[config.mk]
export PLATFORM = sky130hd
export DESIGN_NAME = qsim_top
export DESIGN_NICKNAME = d
export VERILOG_FILES = /design/src/core/qsim_top.v /design/src/core/qsim_sync.v /design/src/core/qsim_blink.v
export VERILOG_INCLUDE_DIRS = /design/src /design/src/core
export SDC_FILE = /design/constraint.sdc
export NUM_CORES = 1
export LEC_CHECK = 0
export BUFFER_PORTS_ARGS = -buffer_cell sky130_fd_sc_hd__clkbuf_2
export CORE_MARGIN = 10
export CORE_UTILIZATION = 51
export DETAILED_ROUTE_END_ITERATION = 10
export HOLD_SLACK_MARGIN = 0.05
export PLACE_DENSITY = 0.95
export SLEW_MARGIN = 20
export SYNTH_ARGS = -nofsm -noshare
export SYNTH_HDL_FRONTEND = slang
export SYNTH_HIERARCHICAL = 1
export SYNTH_SLANG_ARGS = --single-unit
[constraint.sdc]
create_clock -name mclk -period 4 [get_ports mclk]
set_clock_uncertainty 0.1 [all_clocks]
set_input_delay 0.4 -clock mclk [delete_from_list [all_inputs] [get_ports mclk]]
set_output_delay 0.4 -clock mclk [all_outputs]
set_load 0.02 [all_outputs]
[src/core/qsim_regs.vh]
// register map, object indexes and timing constants of the quad sinking input module
`ifndef QSIM_REGS_VH
`define QSIM_REGS_VH
`define QSIM_NUM_CH 4
`define QSIM_INPUT_BYTE_OFS 8'h00
`define QSIM_CH_LSB 0
`define QSIM_CH_MSB 3
`define QSIM_RSVD_VAL 4'h0
`define QSIM_INPUT_BYTE_RST 8'h00
`define QSIM_OBJ_INDEX 16'h5000
`define QSIM_CH_INDEX_BASE 16'h6000
`define QSIM_CH_SUB_FIRST 8'h01
`define QSIM_SUB_CH0 8'h01
`define QSIM_SUB_CH1 8'h02
`define QSIM_SUB_CH2 8'h03
`define QSIM_SUB_CH3 8'h04
`define QSIM_CH0_BIT 0
`define QSIM_CH1_BIT 1
`define QSIM_CH2_BIT 2
`define QSIM_CH3_BIT 3
`define QSIM_UNMAPPED_VAL 8'h00
`define QSIM_CLK_HZ 20000000
`define QSIM_BLINK_HZ 2
`define QSIM_BLINK_HALF_CYC (`QSIM_CLK_HZ / (2 * `QSIM_BLINK_HZ))
`define QSIM_BLINK_CNT_W 23
`endif

[src/core/qsim_top.v]
// quad sinking input module: input image, object access and indicators
`timescale 1ns/1ps
`include "qsim_regs.vh"
module qsim_top
(
	input wire mclk,
	input wire sys_rst,
	input wire [3:0] channel_input_n,
	input wire bus_comm_ok,
	input wire module_error,
	input wire bus_power_ok,
	input wire config_error,
	input wire [7:0] slot_num,
	input wire rd_en,
	input wire [7:0] rd_addr,
	output reg [7:0] rd_data,
	input wire obj_rd_en,
	input wire [15:0] obj_index,
	input wire [7:0] obj_subindex,
	output reg [7:0] obj_data,
	output reg obj_valid,
	output reg obj_error,
	input wire wr_en,
	input wire [7:0] wr_addr,
	input wire [7:0] wr_data,
	output reg run_led,
	output reg module_fault_led,
	output wire [3:0] channel_led
);
// ----------------------------------------
// input capture
// ----------------------------------------

wire [3:0] chan_state;
wire blink;
reg [7:0] input_state_byte_r;

// field inputs, inverted and synchronised
qsim_sync u_sync
(
	.mclk(mclk),
	.sys_rst(sys_rst),
	.channel_input_n(channel_input_n),
	.chan_state(chan_state)
);

// free-running fault blink phase
qsim_blink u_blink
(
	.mclk(mclk),
	.sys_rst(sys_rst),
	.blink(blink)
);

// channels into their bit positions, reserved bits held at zero
function [7:0] image_of;
	input [3:0] ch;
	begin
		image_of = {`QSIM_RSVD_VAL, 4'h0};
		image_of[`QSIM_CH0_BIT] = ch[0];
		image_of[`QSIM_CH1_BIT] = ch[1];
		image_of[`QSIM_CH2_BIT] = ch[2];
		image_of[`QSIM_CH3_BIT] = ch[3];
	end
endfunction

// input image, refreshed every clock
always @(posedge mclk)
begin
	if (sys_rst)
		input_state_byte_r <= `QSIM_INPUT_BYTE_RST;
	else
		input_state_byte_r <= image_of(chan_state);
end
// ----------------------------------------
// byte read and object access
// ----------------------------------------

// channel number of a subindex, top bit set when it names a channel
function [2:0] sub_to_ch;
	input [7:0] sub;
	begin
		case (sub)
			`QSIM_SUB_CH0: sub_to_ch = {1'h1, 2'h0};
			`QSIM_SUB_CH1: sub_to_ch = {1'h1, 2'h1};
			`QSIM_SUB_CH2: sub_to_ch = {1'h1, 2'h2};
			`QSIM_SUB_CH3: sub_to_ch = {1'h1, 2'h3};
			default: sub_to_ch = {1'h0, 2'h0};
		endcase
	end
endfunction

// channel object: index must match the slot, subindex must name a channel
function obj_is_chan;
	input [15:0] idx;
	input [7:0] slot;
	input hit;
	begin
		obj_is_chan = (idx == (`QSIM_CH_INDEX_BASE + {8'h00, slot})) && hit;
	end
endfunction

// whole-byte object
function obj_is_byte;
	input [15:0] idx;
	begin
		obj_is_byte = (idx == `QSIM_OBJ_INDEX);
	end
endfunction

// one channel of the image, picked by its zero-based number
function chan_pick;
	input [7:0] img;
	input [1:0] ch;
	begin
		case (ch)
			2'h0: chan_pick = img[`QSIM_CH0_BIT];
			2'h1: chan_pick = img[`QSIM_CH1_BIT];
			2'h2: chan_pick = img[`QSIM_CH2_BIT];
			2'h3: chan_pick = img[`QSIM_CH3_BIT];
			default: chan_pick = 1'h0;
		endcase
	end
endfunction

// byte offset decode; anything but the input byte reads as zero
function [7:0] byte_at;
	input [7:0] addr;
	input [7:0] img;
	begin
		if (addr == `QSIM_INPUT_BYTE_OFS)
			byte_at = img;
		else
			byte_at = `QSIM_UNMAPPED_VAL;
	end
endfunction

// decoded subindex of the current object request
wire [2:0] sub_ch = sub_to_ch(obj_subindex);

// ----------------------------------------
// read answers
// ----------------------------------------

reg [7:0] obj_data_nxt;
reg obj_error_nxt;
always @*
begin
	obj_data_nxt = obj_data;
	obj_error_nxt = 1'h0;
	if (obj_rd_en)
	begin
		if (obj_is_byte(obj_index))
		begin
			obj_data_nxt = input_state_byte_r;
		end
		else if (obj_is_chan(obj_index, slot_num, sub_ch[2]))
		begin
			obj_data_nxt = {7'h00, chan_pick(input_state_byte_r, sub_ch[1:0])};
		end
		else
		begin
			obj_data_nxt = `QSIM_UNMAPPED_VAL;
			obj_error_nxt = 1'h1;
		end
	end
end

// strobes answered one clock later
always @(posedge mclk)
begin
	if (sys_rst)
	begin
		rd_data <= `QSIM_INPUT_BYTE_RST;
		obj_data <= `QSIM_INPUT_BYTE_RST;
		obj_valid <= 1'h0;
		obj_error <= 1'h0;
	end
	else
	begin
		if (rd_en)
		begin
			rd_data <= byte_at(rd_addr, input_state_byte_r);
		end
		obj_valid <= obj_rd_en;
		obj_data <= obj_data_nxt;
		obj_error <= obj_error_nxt;
	end
end

// no output area: wr_en, wr_addr and wr_data stay unread.

// ----------------------------------------
// indicators
// ----------------------------------------

// bus and module condition, one-hot
localparam [3:0] COND_PWR_FAIL = 4'h1;
localparam [3:0] COND_RUN_OK = 4'h2;
localparam [3:0] COND_RUN_ERR = 4'h4;
localparam [3:0] COND_BUS_LOST = 4'h8;

// power loss outranks the bus state
function [3:0] cond_of;
	input pwr_ok;
	input comm_ok;
	input err;
	begin
		if (!pwr_ok)
			cond_of = COND_PWR_FAIL;
		else if (comm_ok && !err)
			cond_of = COND_RUN_OK;
		else if (comm_ok)
			cond_of = COND_RUN_ERR;
		else
			cond_of = COND_BUS_LOST;
	end
endfunction

// led levels for each condition
reg [3:0] cond_nxt;
reg run_nxt;
reg fault_nxt;
always @*
begin
	cond_nxt = cond_of(bus_power_ok, bus_comm_ok, module_error);
	run_nxt = 1'h0;
	fault_nxt = 1'h0;
	case (cond_nxt)
		COND_PWR_FAIL:
		begin
			run_nxt = 1'h0;
			fault_nxt = 1'h0;
		end
		COND_RUN_OK:
		begin
			run_nxt = 1'h1;
			fault_nxt = 1'h0;
		end
		COND_RUN_ERR:
		begin
			run_nxt = 1'h1;
			fault_nxt = 1'h1;
		end
		COND_BUS_LOST:
		begin
			run_nxt = 1'h0;
			fault_nxt = 1'h1;
		end
		default:
		begin
			run_nxt = 1'h0;
			fault_nxt = 1'h0;
		end
	endcase
	// configuration error overrides the fault led only
	if (config_error)
	begin
		fault_nxt = blink;
	end
end

// registered so the leds never glitch
always @(posedge mclk)
begin
	if (sys_rst)
	begin
		run_led <= 1'h0;
		module_fault_led <= 1'h0;
	end
	else
	begin
		run_led <= run_nxt;
		module_fault_led <= fault_nxt;
	end
end

// ----------------------------------------
// channel indicators
// ----------------------------------------

// taken from the image alone, so they work without bus power
assign channel_led[0] = input_state_byte_r[`QSIM_CH0_BIT];
assign channel_led[1] = input_state_byte_r[`QSIM_CH1_BIT];
assign channel_led[2] = input_state_byte_r[`QSIM_CH2_BIT];
assign channel_led[3] = input_state_byte_r[`QSIM_CH3_BIT];

endmodule // qsim_top

[src/core/qsim_sync.v]
// two-stage synchroniser with sinking-input inversion per channel
`timescale 1ns/1ps
module qsim_sync
(
	input wire mclk,
	input wire sys_rst,
	input wire [3:0] channel_input_n,
	output wire [3:0] chan_state
);
reg [3:0] meta_r;
reg [3:0] sync_r;
always @(posedge mclk)
begin
	if (sys_rst)
	begin
		meta_r <= 4'h0;
		sync_r <= 4'h0;
	end
	else
	begin
		meta_r <= ~channel_input_n;
		sync_r <= meta_r;
	end
end
assign chan_state = sync_r;
endmodule // qsim_sync

[src/core/qsim_blink.v]
// 2 hz blink generator for the fault indicator
`timescale 1ns/1ps
`include "qsim_regs.vh"
module qsim_blink
(
	input wire mclk,
	input wire sys_rst,
	output wire blink
);
localparam integer HALF_CYC = `QSIM_BLINK_HALF_CYC - 1;
localparam [`QSIM_BLINK_CNT_W-1:0] HALF = HALF_CYC[`QSIM_BLINK_CNT_W-1:0];
reg [`QSIM_BLINK_CNT_W-1:0] cnt_r;
reg ph_r;
always @(posedge mclk)
begin
	if (sys_rst)
	begin
		cnt_r <= {`QSIM_BLINK_CNT_W{1'b0}};
		ph_r <= 1'b0;
	end
	else if (cnt_r == HALF)
	begin
		cnt_r <= {`QSIM_BLINK_CNT_W{1'b0}};
		ph_r <= ~ph_r;
	end
	else
	begin
		cnt_r <= cnt_r + {{(`QSIM_BLINK_CNT_W-1){1'b0}}, 1'b1};
	end
end
assign blink = ph_r;
endmodule // qsim_blink

# After elaboration in Yosys (flattened, before gate mapping)
# Cells that the tools add are included.
# classes
mux	12
eq_ne	13
addsub	2
bitwise	3
reduce_logical	9
# ops
operator	n
$add 23x1->23 const B	1
$eq 23x23->1 const B	1
$add 15x8->16 const A	1
$eq 16x15->1 const B	1
$eq 16x16->1	1
$eq 8x2->1 const B	2
$mux 8	2
$mux 4	3
$pmux 3 s4	1
$eq 8x1->1 const B	1
$eq 8x3->1 const B	1
$logic_not 8->1	1
$reduce_or 2->1	3
$mux 1	5
$eq 2x2->1 const B	2
$eq 4x2->1 const B	1
$eq 4x3->1 const B	1
$eq 4x4->1 const B	1
$not 4->4	1
$pmux 1 s4	1
$reduce_or 3->1	1
$eq 2x1->1 const B	1
$logic_and 1x1->1	2
$logic_not 2->1	1
other kinds (2)	3
# word_totals
elab_cells	51
inputBits	69
out_inout_bits	24
reg_bits	60

# Depth between registers and ports, before layout
# Gate-level depths: netlist (run 1).
# logic_depth
ltp_word	8
mapped_depth	6
depth_no_buf	5

# Cells and area by module
# Netlist (run 1), hierarchy kept.
# modules_own_cells
module	n_inst	cells_each	seq_area_each_um2	area_each_um2
qsim_blink	1	128	480.5	1111.1
qsim_top	1	100	320.3	882.1
qsim_sync	1	16	160.2	200.2

# Worst setup path after synthesis (run 1)
# No wires, ideal clock.
# synth_timing
path_kind	register to register
startpoint	reg u_blink.cnt_r[2]
endpoint	reg u_blink.cnt_r[21]
arrival_ps	1569
setup_ps	66
t_required_ps	3834
stages_incl_launch_ff	5
setup_slack_ps	2265
n_path_buf	0
synth_period_minus_slack_ps	1735
path_cell_list	dfxtp_1 -> nand4_2 -> or4_4 -> or3_1 -> a21oi_2
# synth_via
elab_chain_cells	2
elab_cells_between_ends	3
cone_classes	add/sub (1); eq/ne (1); reduce/logical (1)
# synth_rtl
item	line_no	text
start, declared	qsim_blink.v:12	reg [`QSIM_BLINK_CNT_W-1:0] cnt_r;
start signal, assigned	qsim_blink.v:18	cnt_r <= {`QSIM_BLINK_CNT_W{1'b0}};
start signal, assigned	qsim_blink.v:23	cnt_r <= {`QSIM_BLINK_CNT_W{1'b0}};
start signal, assigned	qsim_blink.v:28	cnt_r <= cnt_r + {{(`QSIM_BLINK_CNT_W-1){1'b0}}, 1'b1};
branches (longest 2 deep; another with $add 23x1->23)	--	
# Parallel ways; which one is timed is not known.
# A chain may end at the register's enable or synchronous reset.

# Worst setup path in the final report (run 1)
# layout_timing
startpoint	reg u_blink.cnt_r[2]
endpoint	reg u_blink.cnt_r[16]
# The elaborated chain is that of the path after synthesis.

==> flow_metrics.tcl, run 1 <==
set metrics [dict create \
    path_clk_slew_ns 0.08 \
    nFillCells 330 \
    slew_viol_final 0 \
    cts.sinks 48 \
    syn_area_per_cell_sq_um 8.99 \
    synth_cells 244 \
    final.setup.tns_ns 0 \
    grt-ovfl-total 0 \
    dp_hpwl_mm 4.30 \
    grt_setup_unrepaired "no" \
    grt_pass1_vias 2067 \
    setup_viol 0 \
    gp_congestion 0.900 \
    grt_pass1_wl_mm 9.23 \
    leakagePower_nw 1.09 \
    hold_viol 0 \
    endpoint "u_blink/cnt_r[16]" \
    async_reset_ff_share_pct 0 \
    cts_made_buffers 5 \
    placed_area_sq_um 2530 \
    fin_ws_ns 1.83 \
    p_int_mw 0.729 \
    cts_setup_buffers 0 \
    required_ns 4.03 \
    antenna_found_initial 0 \
    die_area_sq_um 7320 \
    fin_nets 382 \
    coreArea_sq_um 4090 \
    first_pass_iters 4 \
    holdPathStages 2 \
    portBuffers 67 \
    drt_iter0_drc 105 \
    slew_headroom_pct 38.8 \
    wl_per_cell_um 15.2 \
    ant_nets 0 \
    seq_area_sq_um 961 \
    cp-end-kind "register" \
    num_vias 1951 \
    cts_resized 0 \
    grt_max_degree 26 \
    htreeDepth 2 \
    fmax_ghz 0.461 \
    cts-root-buf "clkbuf_8" \
    grtUsageTotal_pct 14.9 \
    total_power_mw 0.938 \
    critical_path_class "register to register" \
    ir_drop_v 0.000275 \
    hold_class "input port to register" \
    clk_latency_ns 0.30 \
    fin_crit_ns 2.17 \
    synth_edf_count 0 \
    multi_input_area_sq_um 1160 \
    crit_path_start "u_blink/cnt_r[2]" \
    antenna_cells 0 \
    yosys.cell_types.count 46 \
    synth-main-ff-cell "dfxtp_1" \
    place_ws_ns 1.84 \
    p_sw_mw 0.209 \
    power.density_nw_per_um2 353 \
    r2r_start "u_blink/cnt_r[2]" \
    die_h_um 85.6 \
    final_cells 363 \
    stdcell_area_sq_um 2650 \
    rows 23 \
    pin_count 93 \
    cts_tree "built" \
    p_sw_share_pct 22.3 \
    r2r_cells 4 \
    clock_path_buffers 2 \
    cp_max_fo 23 \
    synthesis.area_sq_um 2190 \
    syn_to_final_growth_pct 21.0 \
    drive_gt1_share_pct 28.4 \
    placedCellCount 355 \
    wirelength_mm 5.53 \
    critPathLaunchType "register" \
    pwr-share-seq_pct 52.6 \
    reg2reg_to "u_blink/cnt_r[16]" \
    die_w_um 85.6 \
    yosys_register_bits 48 \
    p_clk_share_pct 38.4 \
    ff2ff_setup_slack_ns 1.83 \
    arrival_ns 2.20 \
    drc_errors 0 \
    outcome "complete, no violations" \
    tightest_slew_ns 0.917 \
    seq_area_frac_synth_pct 43.8 \
    holdBufCountCts 0 \
    comb_power_share_pct 9.0 \
    maxCapViolations 0 \
    min_period_over_period_pct 54.3 \
    ys_warn_count 6 \
    initial_core_util_pct 53.7 \
    routed_via_density 5.37 \
]
[final cells by class]
class | instances | area share (%)
clock inverters | 2 | 1.46
flip-flops and latches | 48 | 36.2
inverters | 4 | 0.566
well taps | 50 | 2.36
repair buffers | 67 | 12.6
multi-input cells | 186 | 43.7
clock buffers | 6 | 3.11
[routing by layer]
| layer | GRT usage (%) | wire length [um] | up-vias | share of wire [%] |
|---|---|---|---|---|
| met5 | 0 | 0 | - | 0 |
| met4 | 6.29 | 120 | 0 | 2.2 |
| met3 | 6.34 | 484 | 12 | 8.8 |
| met2 | 26.6 | 2780 | 67 | 50 |
| met1 | 14.7 | 2150 | 894 | 39 |
| li1 | - | - | 978 | - |
[worst min path at each step]
| stage | startpoint | endpoint | slack, ns |
|---|---|---|---|
| final | channel_input_n[1] | u_sync/meta_r[1] | 0.14 |
| after global routing | channel_input_n[1] | u_sync/meta_r[1] | 0.14 |
| after CTS | channel_input_n[1] | u_sync/meta_r[1] | 0.14 |
| after detailed placement | u_sync/meta_r[1] | u_sync/chan_state[1] | 0.33 |
| after global placement | u_sync/chan_state[3] | input_state_byte_r[3] | 0.32 |
| after floorplan | u_sync/chan_state[0] | input_state_byte_r[0] | 0.31 |
[critical path: stages, from the launching register on]
cell and delay, ns:
dfxtp_1 0.44, and4_2 0.37, nand4_1 0.18, o21bai_2 0.78
a21oi_1 0.13
[logic make-up after synthesis]
kind of cell,share of synthesized area (%)
AO/OA/AOI/OAI,9.18
XOR/XNOR,9.58
adder cells (fa/ha/maj),0.570
buffers and inverters,4.73
flip-flops,43.8
multiplexers,0.456
other,0.171
AND/OR/NAND/NOR,31.5
[cells in the final DEF, fill, tap and decap left out, types with 7 or more instances in the layout]
cell / n
o21ai_0: 7
clkbuf_2: 67
a21oi_1: 16
conb_1: 8
xor2_1: 14
nand2_1: 11
nor2_1: 29
xnor2_1: 10
nand4_1: 10
nand3_1: 8
dfxtp_1: 48
or3_1: 7
nor2b_1: 14
[per-stage QoR]
stage          util (%)  hold slack (ns)
2_1_floorplan         -            0.314
6_report           64.9            0.142
3_3_place_gp       62.0            0.317
3_5_place_dp       62.0            0.326
5_1_grt            64.9            0.138
4_1_cts            64.9            0.136
[power by group through the flow]
| stage | Combinational [mW] | Sequential (mW) | Clock [mW] |
|---|---|---|---|
| 2_1_floorplan | 0.0456 | 0.507 | 0 |
| 3_3_place_gp | 0.0813 | 0.504 | 0 |
| 3_5_place_dp | 0.0843 | 0.504 | 0 |
| 4_1_cts | 0.0850 | 0.493 | 0.368 |
| 5_1_grt | 0.0940 | 0.494 | 0.390 |
| 6_report | 0.0846 | 0.493 | 0.360 |
[sequential cells by signal, summed over array words and instances (netlist names)]
name and cells:
input_state_byte_r 4, obj_data 4, obj_error 1, u_blink/blink 1
u_sync/meta_r 4, u_blink/cnt_r 23, module_fault_led 1, u_sync/chan_state 4
rd_data 4, obj_valid 1, run_led 1
[synthesized netlist by cell type, types with 2 or more instances]
master / n / share of area [%]
a21oi_1: 16 / 3.7
and2_1: 4 / 1.1
and3_2: 2 / 0.68
and4_1: 3 / 1.2
buf_4: 8 / 2.7
clkbuf_1: 2 / 0.34
dfxtp_1: 48 / 44
inv_1: 4 / 0.68
nand2_1: 11 / 1.9
nand2b_1: 3 / 0.86
nand3_1: 8 / 1.8
nand3b_1: 2 / 0.68
nand4_1: 10 / 2.9
nand4_2: 2 / 1.1
nor2_1: 29 / 5.0
nor2b_1: 14 / 4.0
nor3_1: 4 / 0.91
nor3b_1: 2 / 0.68
nor4_1: 6 / 1.7
nor4_2: 2 / 1.1
o21ai_0: 7 / 1.6
o21bai_1: 3 / 1.0
or3_1: 7 / 2.0
or4_1: 2 / 0.68
or4_4: 2 / 1.0
xnor2_1: 10 / 4.0
xor2_1: 14 / 5.6
(Power assumes the default switching activity.)
==> run 2: changes to the inputs <==
- CORE_UTILIZATION: 51 -> 47
- PLACE_DENSITY: 0.95 -> 0.89
- clock period: 4 -> 2.3 ns (I/O delays scaled with it)
==> flow_metrics.tcl, run 2 (same netlist as run 1, synthesis figures left out) <==
set metrics [dict create \
    outcome "complete, no violations" \
    htreeDepth 2 \
    grt_pass1_wl_mm 8.41 \
    ir_drop_v 0.000408 \
    grtUsageTotal_pct 13.3 \
    cts_made_buffers 5 \
    dp_hpwl_mm 4.19 \
    fmax_ghz 0.544 \
    met1_usage_pct 14.9 \
    slowest_delay_ns 0.58 \
    hold_start "bus_power_ok" \
    cts_tree "built" \
    grt_max_degree 17 \
    die_h_um 88.3 \
    cts_resized 0 \
    fin_ws_ns 0.461 \
    min_to "run_led" \
    busiest_layer "met2" \
    syn_to_final_growth_pct 24.0 \
    reg2reg_to "u_blink/cnt_r[21]" \
    grt_pass1_vias 1852 \
    power.density_nw_per_um2 596 \
    routed_via_density 5.28 \
    critPathSlowestCell "or4_4" \
    grt_setup_unrepaired "no" \
    num_vias 1968 \
    min_period_over_period_pct 80.0 \
    coreArea_sq_um 4440 \
    pin_count 93 \
    wl_per_cell_um 14.5 \
    first_pass_iters 4 \
    wirelength_mm 5.40 \
    timing.hold.ws_ns 0.0555 \
    multi_input_area_sq_um 1150 \
    cts.sinks 48 \
    ff2ff_setup_slack_ns 0.46 \
    setup_viol 0 \
    ant_nets 0 \
    rows 24 \
    fin_nets 390 \
    clk_latency_ns 0.30 \
    layout_common_cells "clkbuf_2, dfxtp_1, nor2_1, a21oi_1" \
    die_area_sq_um 7800 \
    drc_errors 0 \
    critPathLaunchType "register" \
    slew_viol_final 0 \
    clock_path_buffers 2 \
    fin_crit_ns 1.84 \
    hold_viol 0 \
    hold_class "input port to register" \
    largest_reg_flops 23 \
    met2_usage_pct 22.6 \
    critical_path_class "register to register" \
    grt_use_met3_pct 5.88 \
    final_common_cell "clkbuf_2" \
    die_w_um 88.3 \
    cp_max_fo 6 \
    gp_congestion 0.907 \
    nFillCells 385 \
    portBuffers 67 \
    cts-root-buf "clkbuf_8" \
    grt-ovfl-total 0 \
    antenna_cells 0 \
    final_util_pct 61.2 \
    drive_gt1_share_pct 28.3 \
    regMostFlops "u_blink/cnt_r" \
    r2r_start "u_blink/cnt_r[2]" \
    holdPathStages 3 \
    final.setup.tns_ns 0 \
    arrival_ns 1.98 \
    cts_setup_buffers 0 \
    required_ns 2.44 \
    drt_iter0_drc 99 \
    initial_core_util_pct 49.4 \
    cp-end-kind "register" \
    leakagePower_nw 1.12 \
    antenna_found_initial 0 \
    r2r_cells 4 \
    maxCapViolations 0 \
    seq_area_sq_um 961 \
    place_ws_ns 0.485 \
    path_cells "nand4_2 -> or4_4 -> or3_1 -> a21oi_2" \
    path_clk_slew_ns 0.08 \
]
## run 2: worst max-delay path by stage
stage                           from                 to  cells after the start
floorplan           u_blink/cnt_r[2]  u_blink/cnt_r[21]                      4
global placement    u_blink/cnt_r[2]  u_blink/cnt_r[21]                      4
detailed placement  u_blink/cnt_r[2]  u_blink/cnt_r[21]                      4
CTS                 u_blink/cnt_r[2]  u_blink/cnt_r[21]                      4
global route        u_blink/cnt_r[2]  u_blink/cnt_r[18]                      4
finish              u_blink/cnt_r[2]  u_blink/cnt_r[21]                      4
## run 2: final cells by class
cell class                      instances  share of cell area (%)
Clock inverter                          3                    1.70
Clock buffer                            5                    2.53
Timing Repair Buffer                   75                    15.0
Multi-Input combinational cell        186                    42.5
Sequential cell                        48                    35.3
Tap cell                               52                    2.39
Inverter                                4                   0.552
## run 2: report_power, final
part           switching, mW  total, mW  internal [mW]  leakage, nW
logic                 0.0845      0.158         0.0735        0.671
clock network          0.277      0.604          0.327       0.0548
registers             0.0102      0.857          0.847        0.390
total                  0.372       1.62           1.25         1.12
## run 2: timing repair
| item | in CTS | in global routing |
|---|---|---|
| endpoints found under the hold margin | 5 | 0 |
| hold buffers | 5 | 0 |
| setup endpoints to repair | 0 | 0 |
## run 2: per-stage QoR
step / power, mW / area, sq um / cells
after floorplan: 0.961 / 2220 / 251
after global placement: 1.02 / 2550 / 360
after detailed placement: 1.03 / 2550 / 360
after CTS: 1.64 / 2720 / 373
after global routing: 1.70 / 2720 / 373
final: 1.62 / 2720 / 373
## run 2: layer usage
metal | vias to the layer above | wire (um)
met5 | - | 0
met1 | 891 | 2230
met2 | 77 | 2450
met4 | 0 | 57
met3 | 5 | 654
li1 | 995 | -
## run 2: worst max-delay path: cells and delay by family, from the launching register on
family	cells	cell delay, ns
DFF	1	0.44
and+or+nand+nor	3	1.11
AOI/OAI and AO/OA	1	0.13
